## src/core/rpc_pkg.sv

```systemverilog
// Package for the reset and power-down control slice.
// Assumes an 8-bit register port with 8-bit addresses, one clock domain.
package rpc_pkg;
    // Register offsets
    localparam logic [7:0] RPC_ADDR_SCRATCH = 8'h0A;
    localparam logic [7:0] RPC_ADDR_MAKER_LO = 8'h0C;
    localparam logic [7:0] RPC_ADDR_MAKER_HI = 8'h0D;
    localparam logic [7:0] RPC_ADDR_POR_STAT = 8'h20;
    localparam logic [7:0] RPC_ADDR_GATE_BYP = 8'h21;
    localparam logic [7:0] RPC_ADDR_UNIT_RST = 8'h24;
    localparam logic [7:0] RPC_ADDR_LP_SRC = 8'h30;
    localparam logic [7:0] RPC_ADDR_LP_POL = 8'h31;
    localparam logic [7:0] RPC_ADDR_LP_CFG = 8'h32;
    localparam logic [7:0] RPC_ADDR_LP_MASK = 8'h33;
    // Reset values and writable masks
    localparam logic [7:0] RPC_RST_VAL = 8'h00;
    localparam logic [7:0] RPC_WMASK_BYP = 8'h01;
    localparam logic [7:0] RPC_WMASK_6 = 8'h3F;
    localparam logic [7:0] RPC_WMASK_POL = 8'h03;
    localparam logic [7:0] RPC_STAT_MASK = 8'h7F;
    // Unit indices inside the six-bit unit vectors
    localparam int RPC_UNITS = 6;
    localparam int RPC_U_CONV = 0;
    localparam int RPC_U_CLK = 1;
    localparam int RPC_U_REF = 2;
    localparam int RPC_U_DP = 3;
    localparam int RPC_U_TX = 4;
    localparam int RPC_U_PHY = 5;
    // Supply domain indices inside the status vector
    localparam int RPC_POK_ANA = 0;
    localparam int RPC_POK_DIG = 1;
    localparam int RPC_POK_SYNC = 2;
    localparam int RPC_POK_CP = 3;
    localparam int RPC_POK_LDO = 4;
    localparam int RPC_POK_PHY = 5;
    localparam int RPC_POK_SYN = 6;
    localparam int RPC_POK_W = 7;
    // Maker code; value is arbitrary
    localparam logic [15:0] RPC_MAKER_CODE = 16'h1234;
endpackage

```

## src/core/rpc_sync2.sv

```systemverilog
// Two-flop synchroniser for a vector of asynchronous levels.
// Assumes inputs are static levels; no bus coherency across bits.
`timescale 1ns/1ps
`default_nettype none
module rpc_sync2 import rpc_pkg::*; #(
    parameter int W = 1
) (
    // Clock and reset
    input wire logic core_clk,
    input wire logic srst,
    // Levels
    input wire logic [W-1:0] async_in,
    output logic [W-1:0] sync_out
);
    logic [W-1:0] meta_q; // First stage, read only by second stage
    logic [W-1:0] meta_d;
    logic [W-1:0] sync_q;
    logic [W-1:0] sync_d;

    // Next values
    always_comb begin
        meta_d = async_in;
        sync_d = meta_q;
    end

    // Registers; reset clears to the safe "not powered" level
    always_ff @(posedge core_clk) begin
        if (srst) begin
            meta_q <= '0;
            sync_q <= '0;
        end else begin
            meta_q <= meta_d;
            sync_q <= sync_d;
        end
    end

    assign sync_out = sync_q;
endmodule
`default_nettype wire

```

## src/core/rpc_unit_out.sv

```systemverilog
// Per-unit output stage: reset gating and low-power source selection.
// Assumes all inputs are already on core_clk.
`timescale 1ns/1ps
`default_nettype none
module rpc_unit_out import rpc_pkg::*; (
    // Clock and reset
    input wire logic core_clk,
    input wire logic srst,
    // Controls
    input wire logic sw_reset,
    input wire logic power_ok,
    input wire logic gate_bypass,
    input wire logic pin_select,
    input wire logic pin_unmask,
    input wire logic cfg_low_power,
    input wire logic pin_active,
    // Outputs
    output logic unit_reset,
    output logic unit_low_power
);
    logic rst_q; // Registered unit reset
    logic rst_d;
    logic lp_q; // Registered low-power state
    logic lp_d;

    // Reset follows software bit, or power status unless bypassed
    always_comb begin
        rst_d = sw_reset || (!gate_bypass && !power_ok);
        if (pin_select) begin
            lp_d = pin_active && pin_unmask;
        end else begin
            lp_d = cfg_low_power;
        end
    end

    // Outputs come from flops; reset holds units in reset
    always_ff @(posedge core_clk) begin
        if (srst) begin
            rst_q <= 1'b1;
            lp_q <= 1'b0;
        end else begin
            rst_q <= rst_d;
            lp_q <= lp_d;
        end
    end

    assign unit_reset = rst_q;
    assign unit_low_power = lp_q;

    unit_gate_a: assert property (@(posedge core_clk) disable iff (srst)
        (!gate_bypass && !power_ok) |=> unit_reset)
        else $error("unit reset not held while power not ok");
    pin_mask_a: assert property (@(posedge core_clk) disable iff (srst)
        (pin_select && !pin_unmask) |=> !unit_low_power)
        else $error("masked pin reached unit");
    cfg_lp_a: assert property (@(posedge core_clk) disable iff (srst)
        (!pin_select && cfg_low_power) |=> unit_low_power)
        else $error("config low power not applied");
endmodule
`default_nettype wire

```

## src/core/rpc_top.sv

```systemverilog
// Reset and power-down control register slice of a multichannel converter.
// Assumes a simple 8-bit register port on core_clk from the serial port
// decoder; power-ok levels and the power-down pin are asynchronous.
//
// What this block does
// - Eight-bit scratch register reads back writes
// - Status bit 0: analog domains power ok
// - Status bit 1: digital core/IO power ok
// - Status bit 2: sync input supply ok
// - Bits 6,4,3: serializer PLL supplies ok
// - Bit 5: serializer PHY supply; 7 reserved
// - Gate bypass bit 0, upper bits reserved
// - Bit 5 resets datapath and transmitter
// - Bits 4..0 reset PLL, PHY, ref, clock, converters
// - Bits 5..0 pick pin or config control
// - Mask bits 5..0 let the power-down pin through
// - Config bits 5..0 select low power
`timescale 1ns/1ps
`default_nettype none
module rpc_top import rpc_pkg::*; (
    // Clock and reset
    input wire logic core_clk,
    input wire logic srst,
    // Register port
    input wire logic reg_wr,
    input wire logic reg_rd,
    input wire logic [7:0] reg_addr,
    input wire logic [7:0] reg_wdata,
    output logic [7:0] reg_rdata,
    output logic reg_rvalid,
    // Power status and pin
    input wire logic [6:0] power_on_ok,
    input wire logic power_down_pin,
    // Unit resets
    output logic datapath_transmitter_reset,
    output logic serializer_pll_reset,
    output logic serializer_phy_reset,
    output logic reference_reset,
    output logic clock_tree_reset,
    output logic converter_reset,
    // Unit low-power states, indexed by RPC_U_*
    output logic [5:0] unit_low_power
);
    // Software registers
    logic [7:0] scratch_q; // Debug scratch
    logic [7:0] scratch_d;
    logic [7:0] bypass_q; // Gate bypass, only bit 0 stores
    logic [7:0] bypass_d;
    logic [7:0] unit_rst_q; // Block reset bits
    logic [7:0] unit_rst_d;
    logic [7:0] lp_src_q; // Pin or config selection
    logic [7:0] lp_src_d;
    logic [7:0] lp_pol_q; // Pin polarity
    logic [7:0] lp_pol_d;
    logic [7:0] lp_cfg_q; // Config low-power bits
    logic [7:0] lp_cfg_d;
    logic [7:0] lp_mask_q; // Pin unmask bits
    logic [7:0] lp_mask_d;
    logic [7:0] rdata_q; // Read data
    logic [7:0] rdata_d;
    logic rvalid_q; // Read answer strobe
    logic rvalid_d;
    // Synchronised inputs
    logic [6:0] pok_s;
    logic [0:0] pin_s;
    logic pin_active; // Pin after polarity
    logic [5:0] unit_pok; // Power ok per unit
    logic [5:0] unit_rst_sw; // Software reset per unit
    logic [5:0] unit_rst; // Gated resets per unit

    // Power status and pin cross into core_clk through two flops
    rpc_sync2 #(.W(RPC_POK_W)) u_pok_sync (
        .core_clk(core_clk),
        .srst(srst),
        .async_in(power_on_ok),
        .sync_out(pok_s)
    );
    rpc_sync2 #(.W(1)) u_pin_sync (
        .core_clk(core_clk),
        .srst(srst),
        .async_in(power_down_pin),
        .sync_out(pin_s)
    );

    // Either polarity bit set means active low; only one pin exists
    assign pin_active = (|lp_pol_q[1:0]) ? !pin_s[0] : pin_s[0];

    // Map supply domains onto the units they feed
    always_comb begin
        unit_pok[RPC_U_CONV] = pok_s[RPC_POK_ANA];
        unit_pok[RPC_U_CLK] = pok_s[RPC_POK_ANA];
        unit_pok[RPC_U_REF] = pok_s[RPC_POK_ANA];
        unit_pok[RPC_U_DP] = pok_s[RPC_POK_DIG];
        unit_pok[RPC_U_TX] = pok_s[RPC_POK_DIG] && pok_s[RPC_POK_SYNC];
        unit_pok[RPC_U_PHY] = pok_s[RPC_POK_PHY] && pok_s[RPC_POK_SYN]
            && pok_s[RPC_POK_LDO] && pok_s[RPC_POK_CP];
    end

    // Software reset bits per unit; datapath and transmitter share bit 5
    always_comb begin
        unit_rst_sw[RPC_U_CONV] = unit_rst_q[0];
        unit_rst_sw[RPC_U_CLK] = unit_rst_q[1];
        unit_rst_sw[RPC_U_REF] = unit_rst_q[2];
        unit_rst_sw[RPC_U_DP] = unit_rst_q[5];
        unit_rst_sw[RPC_U_TX] = unit_rst_q[5];
        unit_rst_sw[RPC_U_PHY] = unit_rst_q[3] || unit_rst_q[4];
    end

    // One output stage per unit
    genvar gi;
    generate
        for (gi = 0; gi < RPC_UNITS; gi++) begin : g_unit
            rpc_unit_out u_out (
                .core_clk(core_clk),
                .srst(srst),
                .sw_reset(unit_rst_sw[gi]),
                .power_ok(unit_pok[gi]),
                .gate_bypass(bypass_q[0]),
                .pin_select(lp_src_q[gi]),
                .pin_unmask(lp_mask_q[gi]),
                .cfg_low_power(lp_cfg_q[gi]),
                .pin_active(pin_active),
                .unit_reset(unit_rst[gi]),
                .unit_low_power(unit_low_power[gi])
            );
        end
    endgenerate

    // PLL reset is its own line; the PHY stage covers PHY and PLL supplies
    logic pll_rst_q;
    logic pll_rst_d;
    always_comb begin
        pll_rst_d = unit_rst_q[4] || (!bypass_q[0] && !(pok_s[RPC_POK_SYN]
            && pok_s[RPC_POK_LDO] && pok_s[RPC_POK_CP]));
    end
    always_ff @(posedge core_clk) begin
        if (srst) begin
            pll_rst_q <= 1'b1;
        end else begin
            pll_rst_q <= pll_rst_d;
        end
    end

    assign converter_reset = unit_rst[RPC_U_CONV];
    assign clock_tree_reset = unit_rst[RPC_U_CLK];
    assign reference_reset = unit_rst[RPC_U_REF];
    assign datapath_transmitter_reset = unit_rst[RPC_U_DP] || unit_rst[RPC_U_TX];
    assign serializer_phy_reset = unit_rst[RPC_U_PHY];
    assign serializer_pll_reset = pll_rst_q;

    // Register writes; reserved bits never store
    always_comb begin
        scratch_d = scratch_q;
        bypass_d = bypass_q;
        unit_rst_d = unit_rst_q;
        lp_src_d = lp_src_q;
        lp_pol_d = lp_pol_q;
        lp_cfg_d = lp_cfg_q;
        lp_mask_d = lp_mask_q;
        if (reg_wr) begin
            unique case (reg_addr)
                RPC_ADDR_SCRATCH: scratch_d = reg_wdata;
                RPC_ADDR_GATE_BYP: bypass_d = reg_wdata & RPC_WMASK_BYP;
                RPC_ADDR_UNIT_RST: unit_rst_d = reg_wdata & RPC_WMASK_6;
                RPC_ADDR_LP_SRC: lp_src_d = reg_wdata & RPC_WMASK_6;
                RPC_ADDR_LP_POL: lp_pol_d = reg_wdata & RPC_WMASK_POL;
                RPC_ADDR_LP_CFG: lp_cfg_d = reg_wdata & RPC_WMASK_6;
                RPC_ADDR_LP_MASK: lp_mask_d = reg_wdata & RPC_WMASK_6;
                default: begin
                    // Unmapped or read-only: write ignored
                end
            endcase
        end
    end

    // Read mux; unmapped addresses read zero
    always_comb begin
        rdata_d = rdata_q;
        rvalid_d = reg_rd;
        if (reg_rd) begin
            unique case (reg_addr)
                RPC_ADDR_SCRATCH: rdata_d = scratch_q;
                RPC_ADDR_MAKER_LO: rdata_d = RPC_MAKER_CODE[7:0];
                RPC_ADDR_MAKER_HI: rdata_d = RPC_MAKER_CODE[15:8];
                RPC_ADDR_POR_STAT: rdata_d = {1'b0, pok_s} & RPC_STAT_MASK;
                RPC_ADDR_GATE_BYP: rdata_d = bypass_q;
                RPC_ADDR_UNIT_RST: rdata_d = unit_rst_q;
                RPC_ADDR_LP_SRC: rdata_d = lp_src_q;
                RPC_ADDR_LP_POL: rdata_d = lp_pol_q;
                RPC_ADDR_LP_CFG: rdata_d = lp_cfg_q;
                RPC_ADDR_LP_MASK: rdata_d = lp_mask_q;
                default: rdata_d = RPC_RST_VAL;
            endcase
        end
    end

    // Register state; all controls clear on reset
    always_ff @(posedge core_clk) begin
        if (srst) begin
            scratch_q <= RPC_RST_VAL;
            bypass_q <= RPC_RST_VAL;
            unit_rst_q <= RPC_RST_VAL;
            lp_src_q <= RPC_RST_VAL;
            lp_pol_q <= RPC_RST_VAL;
            lp_cfg_q <= RPC_RST_VAL;
            lp_mask_q <= RPC_RST_VAL;
            rdata_q <= RPC_RST_VAL;
            rvalid_q <= 1'b0;
        end else begin
            scratch_q <= scratch_d;
            bypass_q <= bypass_d;
            unit_rst_q <= unit_rst_d;
            lp_src_q <= lp_src_d;
            lp_pol_q <= lp_pol_d;
            lp_cfg_q <= lp_cfg_d;
            lp_mask_q <= lp_mask_d;
            rdata_q <= rdata_d;
            rvalid_q <= rvalid_d;
        end
    end

    assign reg_rdata = rdata_q;
    assign reg_rvalid = rvalid_q;

    // Checks
    scratch_readback_a: assert property (@(posedge core_clk) disable iff (srst)
        (reg_wr && reg_addr == RPC_ADDR_SCRATCH) ##1
        (reg_rd && !reg_wr && reg_addr == RPC_ADDR_SCRATCH)
        |=> reg_rdata == $past(reg_wdata, 2))
        else $error("scratch did not read back");
    status_read_a: assert property (@(posedge core_clk) disable iff (srst)
        (reg_rd && reg_addr == RPC_ADDR_POR_STAT) |=>
        (reg_rvalid && reg_rdata == {1'b0, $past(pok_s)}))
        else $error("power status read wrong");
    status_resv_a: assert property (@(posedge core_clk) disable iff (srst)
        (reg_rd && reg_addr == RPC_ADDR_POR_STAT) |=> !reg_rdata[7])
        else $error("reserved status bit set");
    bypass_resv_a: assert property (@(posedge core_clk) disable iff (srst)
        bypass_q[7:1] == 7'h00)
        else $error("reserved bypass bits stored");
    // Unit resets follow the register one edge later; a longer delay would
    // misfire whenever software clears a bit right after setting it
    dp_reset_a: assert property (@(posedge core_clk) disable iff (srst)
        unit_rst_q[5] |=> datapath_transmitter_reset)
        else $error("datapath reset not asserted");
    conv_reset_a: assert property (@(posedge core_clk) disable iff (srst)
        unit_rst_q[0] |=> converter_reset)
        else $error("converter reset not asserted");
    clk_reset_a: assert property (@(posedge core_clk) disable iff (srst)
        unit_rst_q[1] |=> clock_tree_reset)
        else $error("clock tree reset not asserted");
    ref_reset_a: assert property (@(posedge core_clk) disable iff (srst)
        unit_rst_q[2] |=> reference_reset)
        else $error("reference reset not asserted");
    phy_reset_a: assert property (@(posedge core_clk) disable iff (srst)
        unit_rst_q[3] |=> serializer_phy_reset)
        else $error("phy reset not asserted");
    pll_reset_a: assert property (@(posedge core_clk) disable iff (srst)
        unit_rst_q[4] |=> serializer_pll_reset)
        else $error("pll reset not asserted");
    // Release needs the software bit low and either the supplies good or the gate bypass set
    dp_release_a: assert property (@(posedge core_clk) disable iff (srst)
        (!unit_rst_q[5] && (bypass_q[0]
        || (pok_s[RPC_POK_DIG] && pok_s[RPC_POK_SYNC])))
        |=> !datapath_transmitter_reset)
        else $error("datapath reset not released");
    // A missing charge-pump rail must hold the PLL while gating is on
    pll_gate_a: assert property (@(posedge core_clk) disable iff (srst)
        (!bypass_q[0] && !pok_s[RPC_POK_CP]) |=> serializer_pll_reset)
        else $error("pll reset not held while power not ok");
    pll_release_a: assert property (@(posedge core_clk) disable iff (srst)
        (!unit_rst_q[4] && bypass_q[0]) |=> !serializer_pll_reset)
        else $error("pll reset not released");
    src_pin_a: assert property (@(posedge core_clk) disable iff (srst)
        (lp_src_q[RPC_U_PHY] && lp_mask_q[RPC_U_PHY] && pin_active)
        |=> unit_low_power[RPC_U_PHY])
        else $error("pin did not reach phy");
    src_cfg_a: assert property (@(posedge core_clk) disable iff (srst)
        (!lp_src_q[RPC_U_DP] && !lp_cfg_q[RPC_U_DP])
        |=> !unit_low_power[RPC_U_DP])
        else $error("datapath low power without config");
    cfg_dp_a: assert property (@(posedge core_clk) disable iff (srst)
        (!lp_src_q[RPC_U_DP] && lp_cfg_q[RPC_U_DP])
        |=> unit_low_power[RPC_U_DP])
        else $error("datapath config low power not applied");
    // A masked unit under pin control ignores the pin whatever its level
    pin_block_a: assert property (@(posedge core_clk) disable iff (srst)
        (lp_src_q[RPC_U_TX] && !lp_mask_q[RPC_U_TX])
        |=> !unit_low_power[RPC_U_TX])
        else $error("masked pin reached transmitter");
    // Reserved bits never store, so they can never leak into a unit
    rst_resv_a: assert property (@(posedge core_clk) disable iff (srst)
        unit_rst_q[7:6] == 2'h0)
        else $error("reserved reset bits stored");
    src_resv_a: assert property (@(posedge core_clk) disable iff (srst)
        lp_src_q[7:6] == 2'h0)
        else $error("reserved source bits stored");
    bypass_read_a: assert property (@(posedge core_clk) disable iff (srst)
        (reg_rd && reg_addr == RPC_ADDR_GATE_BYP) |=> reg_rdata[7:1] == 7'h00)
        else $error("reserved bypass bits read back");
    // Read answer is a one-cycle strobe exactly one edge after the request
    rvalid_pulse_a: assert property (@(posedge core_clk) disable iff (srst)
        reg_rvalid == $past(reg_rd))
        else $error("read answer strobe misplaced");

    scratch_write_c: cover property (@(posedge core_clk) disable iff (srst)
        reg_wr && reg_addr == RPC_ADDR_SCRATCH);
    bypass_set_c: cover property (@(posedge core_clk) disable iff (srst)
        bypass_q[0] && !pok_s[RPC_POK_ANA]);
    pin_lp_c: cover property (@(posedge core_clk) disable iff (srst)
        |(unit_low_power & lp_src_q[5:0]));
    all_ok_c: cover property (@(posedge core_clk) disable iff (srst)
        &pok_s);
    // PLL reset on its own drags the PHY along with it
    pll_only_c: cover property (@(posedge core_clk) disable iff (srst)
        unit_rst_q[4] && !unit_rst_q[3] && serializer_phy_reset);
endmodule
`default_nettype wire

```

## config.mk

```make
export PLATFORM = sky130hd
export DESIGN_NAME = rpc_top
export DESIGN_NICKNAME = d
export VERILOG_FILES = /design/src/core/rpc_pkg.sv /design/src/core/rpc_sync2.sv /design/src/core/rpc_unit_out.sv /design/src/core/rpc_top.sv
export SDC_FILE = /design/constraint.sdc
export NUM_CORES = 1
export LEC_CHECK = 0
export ABC_AREA = 1
export BUFFER_PORTS_ARGS = -buffer_cell sky130_fd_sc_hd__buf_2
export CORE_UTILIZATION = 56
export DETAILED_ROUTE_END_ITERATION = 7
export GPL_TIMING_DRIVEN = 0
export PLACE_DENSITY = 0.76
export SLEW_MARGIN = 40
export SYNTH_ARGS = -nofsm -noshare
export SYNTH_HDL_FRONTEND = slang
export SYNTH_SLANG_ARGS = --single-unit
export TNS_END_PERCENT = 5
```

## constraint.sdc

```tcl
create_clock -name core_clk -period 1.5 [get_ports core_clk]
set_clock_uncertainty 0.15 [all_clocks]
set_input_delay 0.075 -clock core_clk [delete_from_list [all_inputs] [get_ports core_clk]]
set_output_delay 0.075 -clock core_clk [all_outputs]
set_load 0.05 [all_outputs]
```

==> Yosys cells after proc, flatten, opt, wreduce, memory -nomap -nowiden <==
Cells that the tools add are included.
Widths: inputs -> output; s select.
{ "totals": {"word_cells": 85, "in_bits": 28, "output_inout_bits": 21, "regBits": 73} }
{ "classes": {"n_reduce_logical": 41, "muxes": 8, "n_eq_ne": 10} }
{ "op_table": {"columns": ["operator", "count"], "rows": [
  ["$pmux 8 s10", 1],
  ["$eq 8x6->1 const B", 7],
  ["$eq 8x4->1 const B", 3],
  ["$logic_and 1x1->1", 17],
  ["$reduce_and 2->1", 7],
  ["$logic_or 1x1->1", 9],
  ["$logic_not 1->1", 7],
  ["$mux 1", 7],
  ["$reduce_or 2->1", 1]
]} }

==> Depth between registers and ports, before layout <==
Gate-level depths: netlist of run 1.
{ "depth": {"depth_word": 6, "ltp_mapped": 10, "mapped_depth_nobuf": 9} }

==> Hierarchy <==
From an unflattened synthesis of run 1, not the netlist that was laid out.
{ "hier_totals": {"cells_unflattened": 430, "hier_area_um2": 3103.0} }
{ "by_module_without_submodules": {"columns": ["module", "area_per_inst_um2", "seq_area_each_um2", "instances", "cells_each"], "rows": [
  ["rpc_top", 2238.4, 900.9, 1, 333],
  ["rpc_unit_out", 68.8, 40.0, 6, 8],
  ["rpc_sync2 at u_pok_sync", 396.6, 280.3, 1, 43],
  ["rpc_sync2 at u_pin_sync", 55.1, 40.0, 1, 6]
]} }

==> Least setup slack after synthesis of run 1 <==
Ideal clock, no wire load.
{ "synth_path": {"kind": "input to register", "start": "input port reg_addr[6]", "end": "register scratch_q[3]", "n_path_buf": 0, "setup_time_ps": 119, "setup_slack_ps": 370, "t_required_ps": 1231, "arrival_time_ps": 861, "stages": 8, "path_cell_list": "inv_1 -> nand2_4 -> nor2_4 -> nand2_2 -> clkinv_2 -> nand2_4 -> o21ai_0 -> a21oi_1"} }
{ "synth_between": {"elab_chain_len": 2} }
{ "synth_rtl": {"columns": ["item", "line", "source"], "rows": [
  ["from (decl)", "rpc_top.sv:27", "input wire logic [7:0] reg_addr,"],
  ["$eq 8x4->1", "rpc_top.sv:161", "unique case (reg_addr)"],
  ["$reduce_and 2->1 (no line)", null, null],
  ["to (signal assigned)", "rpc_top.sv:210", "scratch_q <= scratch_d;"],
  ["to (decl)", "rpc_top.sv:45", "logic [7:0] scratch_q;"]
]} }
Every way passes these cells.
A chain may end at the register's enable or synchronous reset.

==> Worst setup path in the final report of run 1 <==
{ "layout_path": {"start": "register g_unit[4].u_out.rst_q", "end": "output port datapath_transmitter_reset"} }
{ "layout_between": {"elab_chain_len": 1} }
{ "layout_rtl": {"columns": ["item", "line", "source"], "rows": [
  ["from (decl)", "rpc_unit_out.sv:21", "logic rst_q;"],
  ["from (signal assigned)", "rpc_unit_out.sv:42", "rst_q <= rst_d;"],
  ["$logic_or 1x1->1", "rpc_top.sv:147", "assign datapath_transmitter_reset = unit_rst[RPC_U_DP] || unit_rst[RPC_U_TX];"],
  ["to (decl)", "rpc_top.sv:35", "output logic datapath_transmitter_reset,"]
]} }
Every way passes these cells.

==> results of run 1 <==
-- where the power goes --
| group | switching, mW | total (mW) | internal, mW |
|---|---|---|---|
| Combinational | 0.188 | 0.296 | 0.108 |
| Sequential | 0.0104 | 1.98 | 1.96 |
| Clock | 0.743 | 1.94 | 1.19 |
-- cell type report --
class / count / area [um2] / share of cell area
clock inverters: 4 / 98.84 / 0.02548
inverters: 56 / 211.5 / 0.05450
flip-flops and latches: 73 / 1461 / 0.3767
plain buffers: 22 / 136.4 / 0.03515
clock buffers: 11 / 151.4 / 0.03902
well taps: 70 / 87.58 / 0.02257
repair buffers: 65 / 415.4 / 0.1071
multi-input cells: 267 / 1318 / 0.3396
-- sequential cells by signal, summed over array words and instances, names as in the netlist, 7 cells and up --
name                 cells
scratch_q                8
u_pok_sync.meta_q        7
u_pok_sync.sync_out      7
reg_rdata                8
-- cell usage in the layout, fill, tap and decap left out --
master	instances
inv_1	50
buf_4	9
nand3_4	1
o21ai_1	6
clkbuf_1	7
xnor2_2	1
nor2_4	8
nand2_2	2
a21oi_2	2
o21ai_0	33
buf_2	51
bufinv_16	3
inv_6	1
dlygate4sd3_1	18
nand3_1	54
inv_2	5
dfxtp_1	73
nand2_4	4
buf_6	2
nand2_1	65
clkinv_2	1
o211ai_1	1
o21bai_1	1
a21oi_1	42
or2_2	3
clkbuf_8	11
nor2_1	44
-- kinds of logic after synthesis --
kind of cell,Yosys count
AOI/OAI and AO/OA,85
and+or+nand+nor,181
buffers and inverters,78
xor gates and xnor gates,1
DFF,73
-- worst paths after layout --
path                                                             from                                        end  slack (ns)
worst min-delay path                                           reg_wr                   lp_cfg_q[1]$_SDFFE_PP0P_        0.04
worst min register to register        u_pok_sync.meta_q[6]$_SDFF_PP0_          u_pok_sync.sync_out[6]$_SDFF_PP0_        0.25
worst max-delay path            g_unit[4].u_out.unit_reset$_SDFF_PP1_                 datapath_transmitter_reset        0.15
worst max register to register               lp_pol_q[0]$_SDFFE_PP0P_  g_unit[5].u_out.unit_low_power$_SDFF_PP0_        0.27
-- per-stage QoR --
step,hold WS (ns),instances
after floorplan,0.03197,418
after global placement,0.1226,535
after detailed placement,0.1305,535
after CTS,0.03128,568
after global routing,0.08944,568
final,0.04196,568
-- metal layers --
| layer | vias up | GRT usage |
|---|---|---|
| met2 | 99 | 0.5180 |
| met3 | 19 | 0.04072 |
| met1 | 1359 | 0.3656 |
| met4 | 0 | 0.1327 |
| li1 | 1483 | - |
| met5 | - | 0 |
-- worst max-delay path: cells and delay by family (launching register included) --
kind                   cells  cell delay [ns]
flip-flops                 1             0.30
buffers and inverters      1             0.21
AND/OR/NAND/NOR            1             0.27
-- timing repair --
item,4_1_cts,5_1_grt
setup buffers,0,0
endpoints found under the setup margin,0,1
resized for setup,0,1
hold buffers,18,0
hold endpoints to repair,51,0
==> results.md, run 1 <==
- Via/cell ratio: 5.211
- Worst Path Arrival: 1.12 ns
- Place WS: 0.04667 ns
- Compound-Gate Fraction of Synth Area: 0.1404
- Worst setup SP type: flip-flop
- Num rows: 26
- Main combinational cell family by area after synthesis: simple AND/OR/NAND/NOR gates
- Post-synthesis xor/xnor area fraction: 0.002808
- Clk pin slew, worst setup/hold paths: 0.08 ns
- Final Setup Violations: 0
- Worst skew pair latency: 0.35 ns
- Type of the worst setup path: reg2out
- Hold depth: 4
- Cell Pwr Density: 1084 nW/um2
- Boundary Pins: 49
- Worst slew margin: 0.6090
- Met2 wire len: 3.922 mm
- Syn avg cell area: 7.462 um2
- Post-DP HPWL: 5.549 mm
- Clock Sinks: 73
- CTS tree: done
- Total CTS buffers: 9
- Post-synth EDFFs: 0
- Setup tns final: 0 ns
- Initial DRT Pass Iterations: 5
- GRT Util Overall: 0.2980
- Filler cells: 438
- Global route overflow: 0
- Met1 WL: 3.526 mm
- Global-route wire length before repair: 13.39 mm
- Ys Warns: 0
- Initial drt markers: 149
- Top FF cell, synth: dfxtp_1
- Die Ht: 76.63 um
- Post-Synthesis Cells: 418
- Tightest Pin Transition: 0.5865 ns
- Most frequent cells after synthesis: dfxtp_1 (73), nand2_1 (65), nand3_1 (54)
- Hold Crit Class: in2reg
- Gpl congestion: 0.9112
- Slew Limit Fails: 0
- Synth top area share: 0.4685
- Cell taking the most area after synthesis: dfxtp_1
- CP required: 1.27 ns
- Post-synthesis register bit count: 73
- Adder-cell share of the synthesized area: 0
- Largest vdd supply drop: 0.9314 mV
- Fin crit period: 1.347 ns
- Cell area after layout: 3880 um2
- Placed cell area: 3442 um2
- Largest net degree at the start of global routing: 13
- Max-cap viol count: 0
- Distinct cells, synth: 23
- RSZ-0062 raised after global routing: no
- Max incr delay on CP: 0.30 ns
- Fin worst setup slack: 0.1530 ns
- Reg2Reg Depth: 4
- Routed via count: 2960
- Initial antenna violation count: 0
- Peak Freq: 742.4 MHz
- Multiplexer share of the synthesized area: 0
- Final Hold Viols: 0
- Vias in the first global route: 2891
- DRC viols: 0
- Ant. Diodes: 0
- Max Buffers Root-to-Sink: 2
- Async set-reset flop share out of synthesis: 0
- Cell Chain, Critical Path: or2_2 -> buf_2
- Static leakage: 1.704 nW
- Post-layout util: 0.7408
- Share of cells above drive strength 1: 0.2088
- Total power: 4.208 mW
- Post-route ant nets: 0
- Status: complete, no violations
- Part of the cycle the worst path needs: 0.8980
- Crit-path max FO: 1
- Root buffer cell: clkbuf_8
- Synthesized area: 3119 um2
- Top post-synthesis cells by area: dfxtp_1 (47%), nand3_1 (8.7%), nand2_1 (7.8%), a21oi_1 (6.7%), inv_1 (6.0%)
- Die width: 76.63 um
- Setup crit end kind: output pin
- Die area: 5872 um2
- DR top layer: met4
- Final nets: 522
- Routed len/inst: 14.16 um
- Drt total wl: 8.044 mm
- Met3 wire length: 422 um
- Seq/Total Area, Yosys: 0.4685
- Area growth from synthesis to layout: 24.39%
- Simple-gate share of the synthesized area: 0.2768
- Mapped Nets: 446
- Most common cell in the netlist: dfxtp_1
- Critical path's slowest cell: dfxtp_1
- Port bufs: 47
- H-tree lvl count: 3
- Core area: 5238 um2
- Starting density of the core: 0.5956
Power figures use the tool's default switching activity.
==> run 2, diff against run 1 <==
--- a/config.mk
+++ b/config.mk
@@ -5,7 +5,7 @@
 export SDC_FILE = /design/constraint.sdc
 export NUM_CORES = 1
 export LEC_CHECK = 0
-export ABC_AREA = 1
+export ABC_AREA = 0
 export BUFFER_PORTS_ARGS = -buffer_cell sky130_fd_sc_hd__buf_2
 export CORE_UTILIZATION = 56
 export DETAILED_ROUTE_END_ITERATION = 7
==> run 2 against run 1 <==
  * Hold slack improved by 0.0044 ns
  * Sequential share of layout area is 0.56 points higher
  * Clock power fell by 13%
  * Critical path type is now reg2reg
  * Largest cell class is now multi-input gates
  * Critical endpoint is now reg_rdata[0]$_SDFFE_PP0P_
  * Routed wire length shrank 7.6%
  * The run now ends with negative setup slack left
  * Maximum frequency decreased by 13%
  * Power is 5.8% lower
  * Area after synthesis shrank 1.6%
  * Synthesized cell count fell by 27%
==> results.md, run 2 <==
- Status: finished with violations
- Failing checks: negative setup slack
- Async set-reset flop share out of synthesis: 0
- Hold Crit Class: in2reg
- RSZ-0062 raised after global routing: yes
- Reg-to-Reg Start: lp_mask_q[0]$_SDFFE_PP0P_
- Simple-gate share of the synthesized area: 0.2431
- Final Hold Viols: 0
- Worst skew pair latency: 0.35 ns
- Tightest Pin Transition: 0.6134 ns
- Compound-Gate Fraction of Synth Area: 0.1056
- Top post-synthesis cells by area: dfxtp_1 (48%), mux2i_1 (8.8%), nor2_1 (4.4%), nor2b_1 (3.9%), mux2_2 (2.9%)
- Drt total wl: 7.435 mm
- Worst path bufs/invs: 0
- Slew Limit Fails: 0
- Hold Path End: reg_rdata[7]$_SDFFE_PP0P_
- Post-route ant nets: 0
- Cell taking the most area after synthesis: dfxtp_1
- Min Hold Slack: 0.04637 ns
- Capturing point of the worst reg2reg path: reg_rdata[0]$_SDFFE_PP0P_
- GRT Util Overall: 0.2769
- Total CTS buffers: 9
- Main combinational cell family by area after synthesis: simple AND/OR/NAND/NOR gates
- Core area: 5205 um2
- Fin crit period: 1.554 ns
- Ant. Diodes: 0
- Initial antenna violation count: 0
- Crit path max-delay family: multiplexers
- Share of cells above drive strength 1: 0.2727
- Max Buffers Root-to-Sink: 2
- Num rows: 26
- Distinct cells, synth: 52
- Final Setup Violations: 1
- Synth top area share: 0.4763
- Total power: 3.965 mW
- Setup crit end kind: flip-flop
- Multiplexer share of the synthesized area: 0.1321
- Hold depth: 3
- Die area: 5778 um2
- Seq/Total Area, Yosys: 0.4763
- Cell Chain, Critical Path: mux4_2 -> and3_4 -> a221oi_4 -> o21ai_1
- Port bufs: 46
- Vias in the first global route: 2437
- CP required: 1.58 ns
- Die Ht: 76.02 um
- Worst setup SP type: flip-flop
- Post-CTS Setup Bufs: 0
- Critical path's slowest cell: mux4_2
- Global route overflow: 0
- Initial DRT Pass Iterations: 4
- Global-route wire length before repair: 12.41 mm
- CTS tree: done
- Initial drt markers: 186
- Commonest non-fill, non-tap cell in the layout: dfxtp_1
- DRC viols: 0
- Starting density of the core: 0.5894
- Post-synthesis xor/xnor area fraction: 0.002855
- Root buffer cell: clkbuf_8
- Boundary Pins: 49
- Post-synthesis register bit count: 73
- Type of the worst setup path: reg2reg
- Static leakage: 1.688 nW
- Peak Freq: 643.3 MHz
- Crit-path max FO: 3
- Routed via count: 2585
- H-tree lvl count: 3
- Largest net degree at the start of global routing: 14
- Gpl congestion: 0.9003
- Via/cell ratio: 5.681
- Post-synth EDFFs: 0
- Reg2Reg Depth: 4
- Clk pin slew, worst setup/hold paths: 0.08 ns
- Most common cell in the netlist: dfxtp_1
- Worst Path Arrival: 1.64 ns
- Top FF cell, synth: dfxtp_1
- Mapped Nets: 334
- Largest vdd supply drop: 0.7673 mV
- Area growth from synthesis to layout: 24.84%
- Routed len/inst: 16.34 um
- Part of the cycle the worst path needs: 1.036
- Synthesized area: 3068 um2
- Worst R2R Setup Slack: -0.05 ns
- Most frequent cells after synthesis: dfxtp_1 (73), nor2_1 (36), mux2i_1 (27)
- Commonest cells after routing, fill and taps aside: dfxtp_1 (71), buf_2 (47), nor2_1 (36)
- HP Start: reg_rd
- Final nets: 408
- Cell Pwr Density: 1035 nW/um2
- Fin worst setup slack: -0.05447 ns
- Adder-cell share of the synthesized area: 0
- Filler cells: 418
- Syn avg cell area: 10.03 um2
- Post-Synthesis Cells: 306
- Ys Warns: 0
- Die width: 76.02 um
- Max incr delay on CP: 0.48 ns
- Max-cap viol count: 0
- Clock Sinks: 73
- Post-DP HPWL: 5.091 mm
- Worst slew margin: 0.5911
-- run 2: through the flow --
stage | util | area, um2 | worst slack [ns] | setup TNS (ns) | cells
after floorplan | - | 3068 | 0.04064 | 0 | 306
after global placement | 0.6505 | 3386 | -0.2441 | -7.011 | 422
after detailed placement | 0.6505 | 3386 | -0.2392 | -7.339 | 422
after CTS | 0.7310 | 3805 | -0.05543 | -0.05543 | 455
after global routing | 0.7358 | 3830 | -0.1089 | -0.1551 | 455
final | 0.7358 | 3830 | -0.05447 | -0.05447 | 455
-- run 2: worst max path at each step --
| stage | from | endpoint | cells after the start |
|---|---|---|---|
| finish | lp_mask_q[0]$_SDFFE_PP0P_ | reg_rdata[0]$_SDFFE_PP0P_ | 4 |
| CTS | lp_src_q[0]$_SDFFE_PP0P_ | reg_rdata[0]$_SDFFE_PP0P_ | 4 |
| detailed placement | reg_addr[0] | reg_rdata[0]$_SDFFE_PP0P_ | 5 |
| global placement | reg_addr[0] | reg_rdata[2]$_SDFFE_PP0P_ | 6 |
| global route | lp_mask_q[0]$_SDFFE_PP0P_ | reg_rdata[0]$_SDFFE_PP0P_ | 4 |
| floorplan | lp_mask_q[0]$_SDFFE_PP0P_ | reg_rdata[0]$_SDFFE_PP0P_ | 4 |
-- run 2: cell type report --
type                            count  area (um2)  share of cell area
Buffer                             21       121.4             0.03169
Sequential cell                    73        1464              0.3822
Multi-Input combinational cell    211        1535              0.4008
Clock buffer                        9       123.9             0.03234
Clock inverter                      7       93.84             0.02450
Timing Repair Buffer               63       400.4              0.1045
Tap cell                           70       87.58             0.02287
Inverter                            1       3.754           0.0009801
-- run 2: kinds of logic (layout without fill, tap and decap cells) --
logic type                after synthesis  count (layout)
xor gates and xnor gates                1               1
buffers and inverters                  22             101
muxes                                  37              37
AOI/OAI and AO/OA                      45              45
DFF                                    73              73
and+or+nand+nor                       128             128
-- run 2: power by group --
| part | switching, mW | leakage [nW] | internal, mW |
|---|---|---|---|
| clock | 0.743 | 0.106 | 0.935 |
| sequential | 0.0125 | 0.594 | 1.97 |
| combinational | 0.187 | 0.988 | 0.121 |
| total | 0.943 | 1.69 | 3.02 |
-- run 2: timing repair --
action                                  CTS  global route
endpoints found under the setup margin    3            31
hold buffers                             17             0
endpoints found under the hold margin    46             0
gates resized for setup                   7             5
-- run 2: worst register-to-register path, cell delays in order, from the launching register on --
cell and delay, ns:
dfxtp_1 0.33, mux4_2 0.48, and3_4 0.21, a221oi_4 0.21, o21ai_1 0.08
-- run 2: metal layers --
| metal | GRT usage | wire [um] |
|---|---|---|
| met1 | 0.3800 | 3441 |
| met2 | 0.4345 | 3444 |
| met3 | 0.05509 | 399 |
| met4 | 0.09808 | 150 |
| met5 | 0 | 0 |
==> run 3, diff against run 2 <==
--- a/config.mk
+++ b/config.mk
@@ -10,7 +10,7 @@
 export CORE_UTILIZATION = 56
 export DETAILED_ROUTE_END_ITERATION = 7
 export GPL_TIMING_DRIVEN = 0
-export PLACE_DENSITY = 0.76
+export PLACE_DENSITY = 0.79
 export SLEW_MARGIN = 40
 export SYNTH_ARGS = -nofsm -noshare
 export SYNTH_HDL_FRONTEND = slang
==> run 3 against run 2 <==
  * The flow still finishes with violations (negative setup slack)
  * Global-route usage grew 0.050 points
  * Via count grew 1.5%
  * Utilization shrank 0.48 points
  * Die area is the same
  * Hold slack lost 0.0025 ns
  * Design area shrank 0.65%
  * Worst setup slack gained 0.0022 ns
  * Power shrank 4.8%
  * Sequential share of layout area grew 0.32 points
  * Critical endpoint unchanged
  * Combinational power is essentially flat
  * Critical path depth is the same
==> results.md, run 3 (synthesis gave the netlist of run 2 again) <==
- CP required: 1.58 ns
- Total power: 3.773 mW
- Die width: 76.02 um
- Core area: 5205 um2
- DRC viols: 0
- Share of cells above drive strength 1: 0.2791
- Worst setup SP type: flip-flop
- Routed via count: 2625
- Cell Pwr Density: 991.6 nW/um2
- Final Setup Violations: 1
- CTS tree: done
- Starting density of the core: 0.5894
- Tightest Pin Transition: 0.5932 ns
- Die area: 5778 um2
- Drt total wl: 7.581 mm
- Largest net degree at the start of global routing: 13
- Total CTS buffers: 9
- Global route overflow: 0
- Largest vdd supply drop: 0.9467 mV
- Initial drt markers: 205
- Slew Limit Fails: 0
- Port bufs: 46
- GRT Util Overall: 0.2774
- Part of the cycle the worst path needs: 1.035
- Num rows: 26
- Worst Path Arrival: 1.64 ns
- Boundary Pins: 49
- Area growth from synthesis to layout: 24.02%
- Commonest non-fill, non-tap cell in the layout: dfxtp_1
- Global-route wire length before repair: 12.39 mm
- Final nets: 410
- Reg-to-Reg Start: lp_mask_q[0]$_SDFFE_PP0P_
- Commonest cells after routing, fill and taps aside: dfxtp_1 (69), buf_2 (48), nor2_1 (36)
- H-tree lvl count: 3
- Post-DP HPWL: 5.155 mm
- Ant. Diodes: 0
- Clk pin slew, worst setup/hold paths: 0.07 ns
- Root buffer cell: clkbuf_8
- Initial antenna violation count: 0
- Final Hold Viols: 0
- Worst skew pair latency: 0.35 ns
- HP Start: reg_rd
- Routed len/inst: 16.59 um
- Via/cell ratio: 5.744
- Hold Crit Class: in2reg
- Post-route ant nets: 0
- Fin worst setup slack: -0.05232 ns
- Type of the worst setup path: reg2reg
- Hold depth: 3
- Place WS: -0.2764 ns
- Fin crit period: 1.552 ns
- Hold Path End: reg_rdata[7]$_SDFFE_PP0P_
- Max-cap viol count: 0
- Static leakage: 1.701 nW
- RSZ-0062 raised after global routing: yes
- Worst R2R Setup Slack: -0.05 ns
- Max Buffers Root-to-Sink: 2
- Reg2Reg Depth: 4
- Setup tns final: -0.05232 ns
- Die Ht: 76.02 um
- Capturing point of the worst reg2reg path: reg_rdata[0]$_SDFFE_PP0P_
- Gpl congestion: 0.9229
- Failing checks: negative setup slack
- Clock Sinks: 73
- Initial DRT Pass Iterations: 6
- Status: finished with violations
- Worst slew margin: 0.6045
- Crit-path max FO: 2
- Setup crit end kind: flip-flop
- Vias in the first global route: 2537
- Peak Freq: 644.2 MHz
run 3: cell count changes in the layout (fill, tap and decap cells not counted):
cell	delta
dfxtp_2	+2
nand4_4	-1
clkinvlp_4	-2
buf_4	+2
buf_2	+1
dfxtp_1	-2
clkbuf_1	+1
bufinv_16	-1
clkinv_2	+2
clkbuf_4	-1
inv_6	-1
nand4_2	+1
clkinv_4	+1
run 3: repair_timing:
item,in CTS,in global routing
hold buffers,17,0
gates cloned,0,0
setup endpoints to repair,3,7
resized for setup,11,1
buffers inserted,2,0
endpoints found under the hold margin,46,0
run 3: worst max-delay path by stage:
stage                              startpoint                   endpoint  slack (ns)  cells past startpoint
floorplan           lp_mask_q[0]$_SDFFE_PP0P_  reg_rdata[0]$_SDFFE_PP0P_        0.04                      4
global placement                  reg_addr[0]  reg_rdata[2]$_SDFFE_PP0P_       -0.27                      5
detailed placement                reg_addr[2]  reg_rdata[6]$_SDFFE_PP0P_       -0.28                      6
CTS                  lp_cfg_q[0]$_SDFFE_PP0P_  reg_rdata[0]$_SDFFE_PP0P_       -0.04                      4
global route        lp_mask_q[0]$_SDFFE_PP0P_  reg_rdata[0]$_SDFFE_PP0P_       -0.11                      4
finish              lp_mask_q[0]$_SDFFE_PP0P_  reg_rdata[0]$_SDFFE_PP0P_       -0.05                      4
run 3: per-layer routing:
layer / wire, um / share of wire / global-route usage
met3: 502 / 0.066 / 0.07545
met2: 3516 / 0.46 / 0.4345
met4: 102 / 0.013 / 0.1000
met5: 0 / 0 / 0
met1: 3459 / 0.46 / 0.3683
run 3: where the power goes:
part	internal (mW)	leakage, nW	switching [mW]
clock network	0.760	0.0998	0.727
registers	1.97	0.595	0.0120
logic	0.121	1.01	0.187
total	2.85	1.70	0.926
run 3: stage by stage:
stage                     area [um2]  instances  hold slack, ns    util
after floorplan                 3068        306        0.008285       -
after global placement          3386        422          0.1322  0.6505
after detailed placement        3386        422          0.1405  0.6505
after CTS                       3797        457         0.02677  0.7296
after global routing            3805        457         0.06839  0.7310
final                           3805        457         0.04383  0.7310
run 3: worst max-delay path, cell delays in order, from the launching register on:
cell	delay, ns
dfxtp_2	0.32
mux4_2	0.47
and3_4	0.21
a221oi_4	0.22
o21ai_1	0.08
run 3: cell type report:
class	count	area, um2
multi-input cells	211	1526
flip-flops and latches	73	1466
fillers	405	1400
repair buffers	65	415.4
clock buffers	10	127.6
plain buffers	21	118.9
well taps	70	87.58
clock inverters	6	58.81
inverters	1	3.754
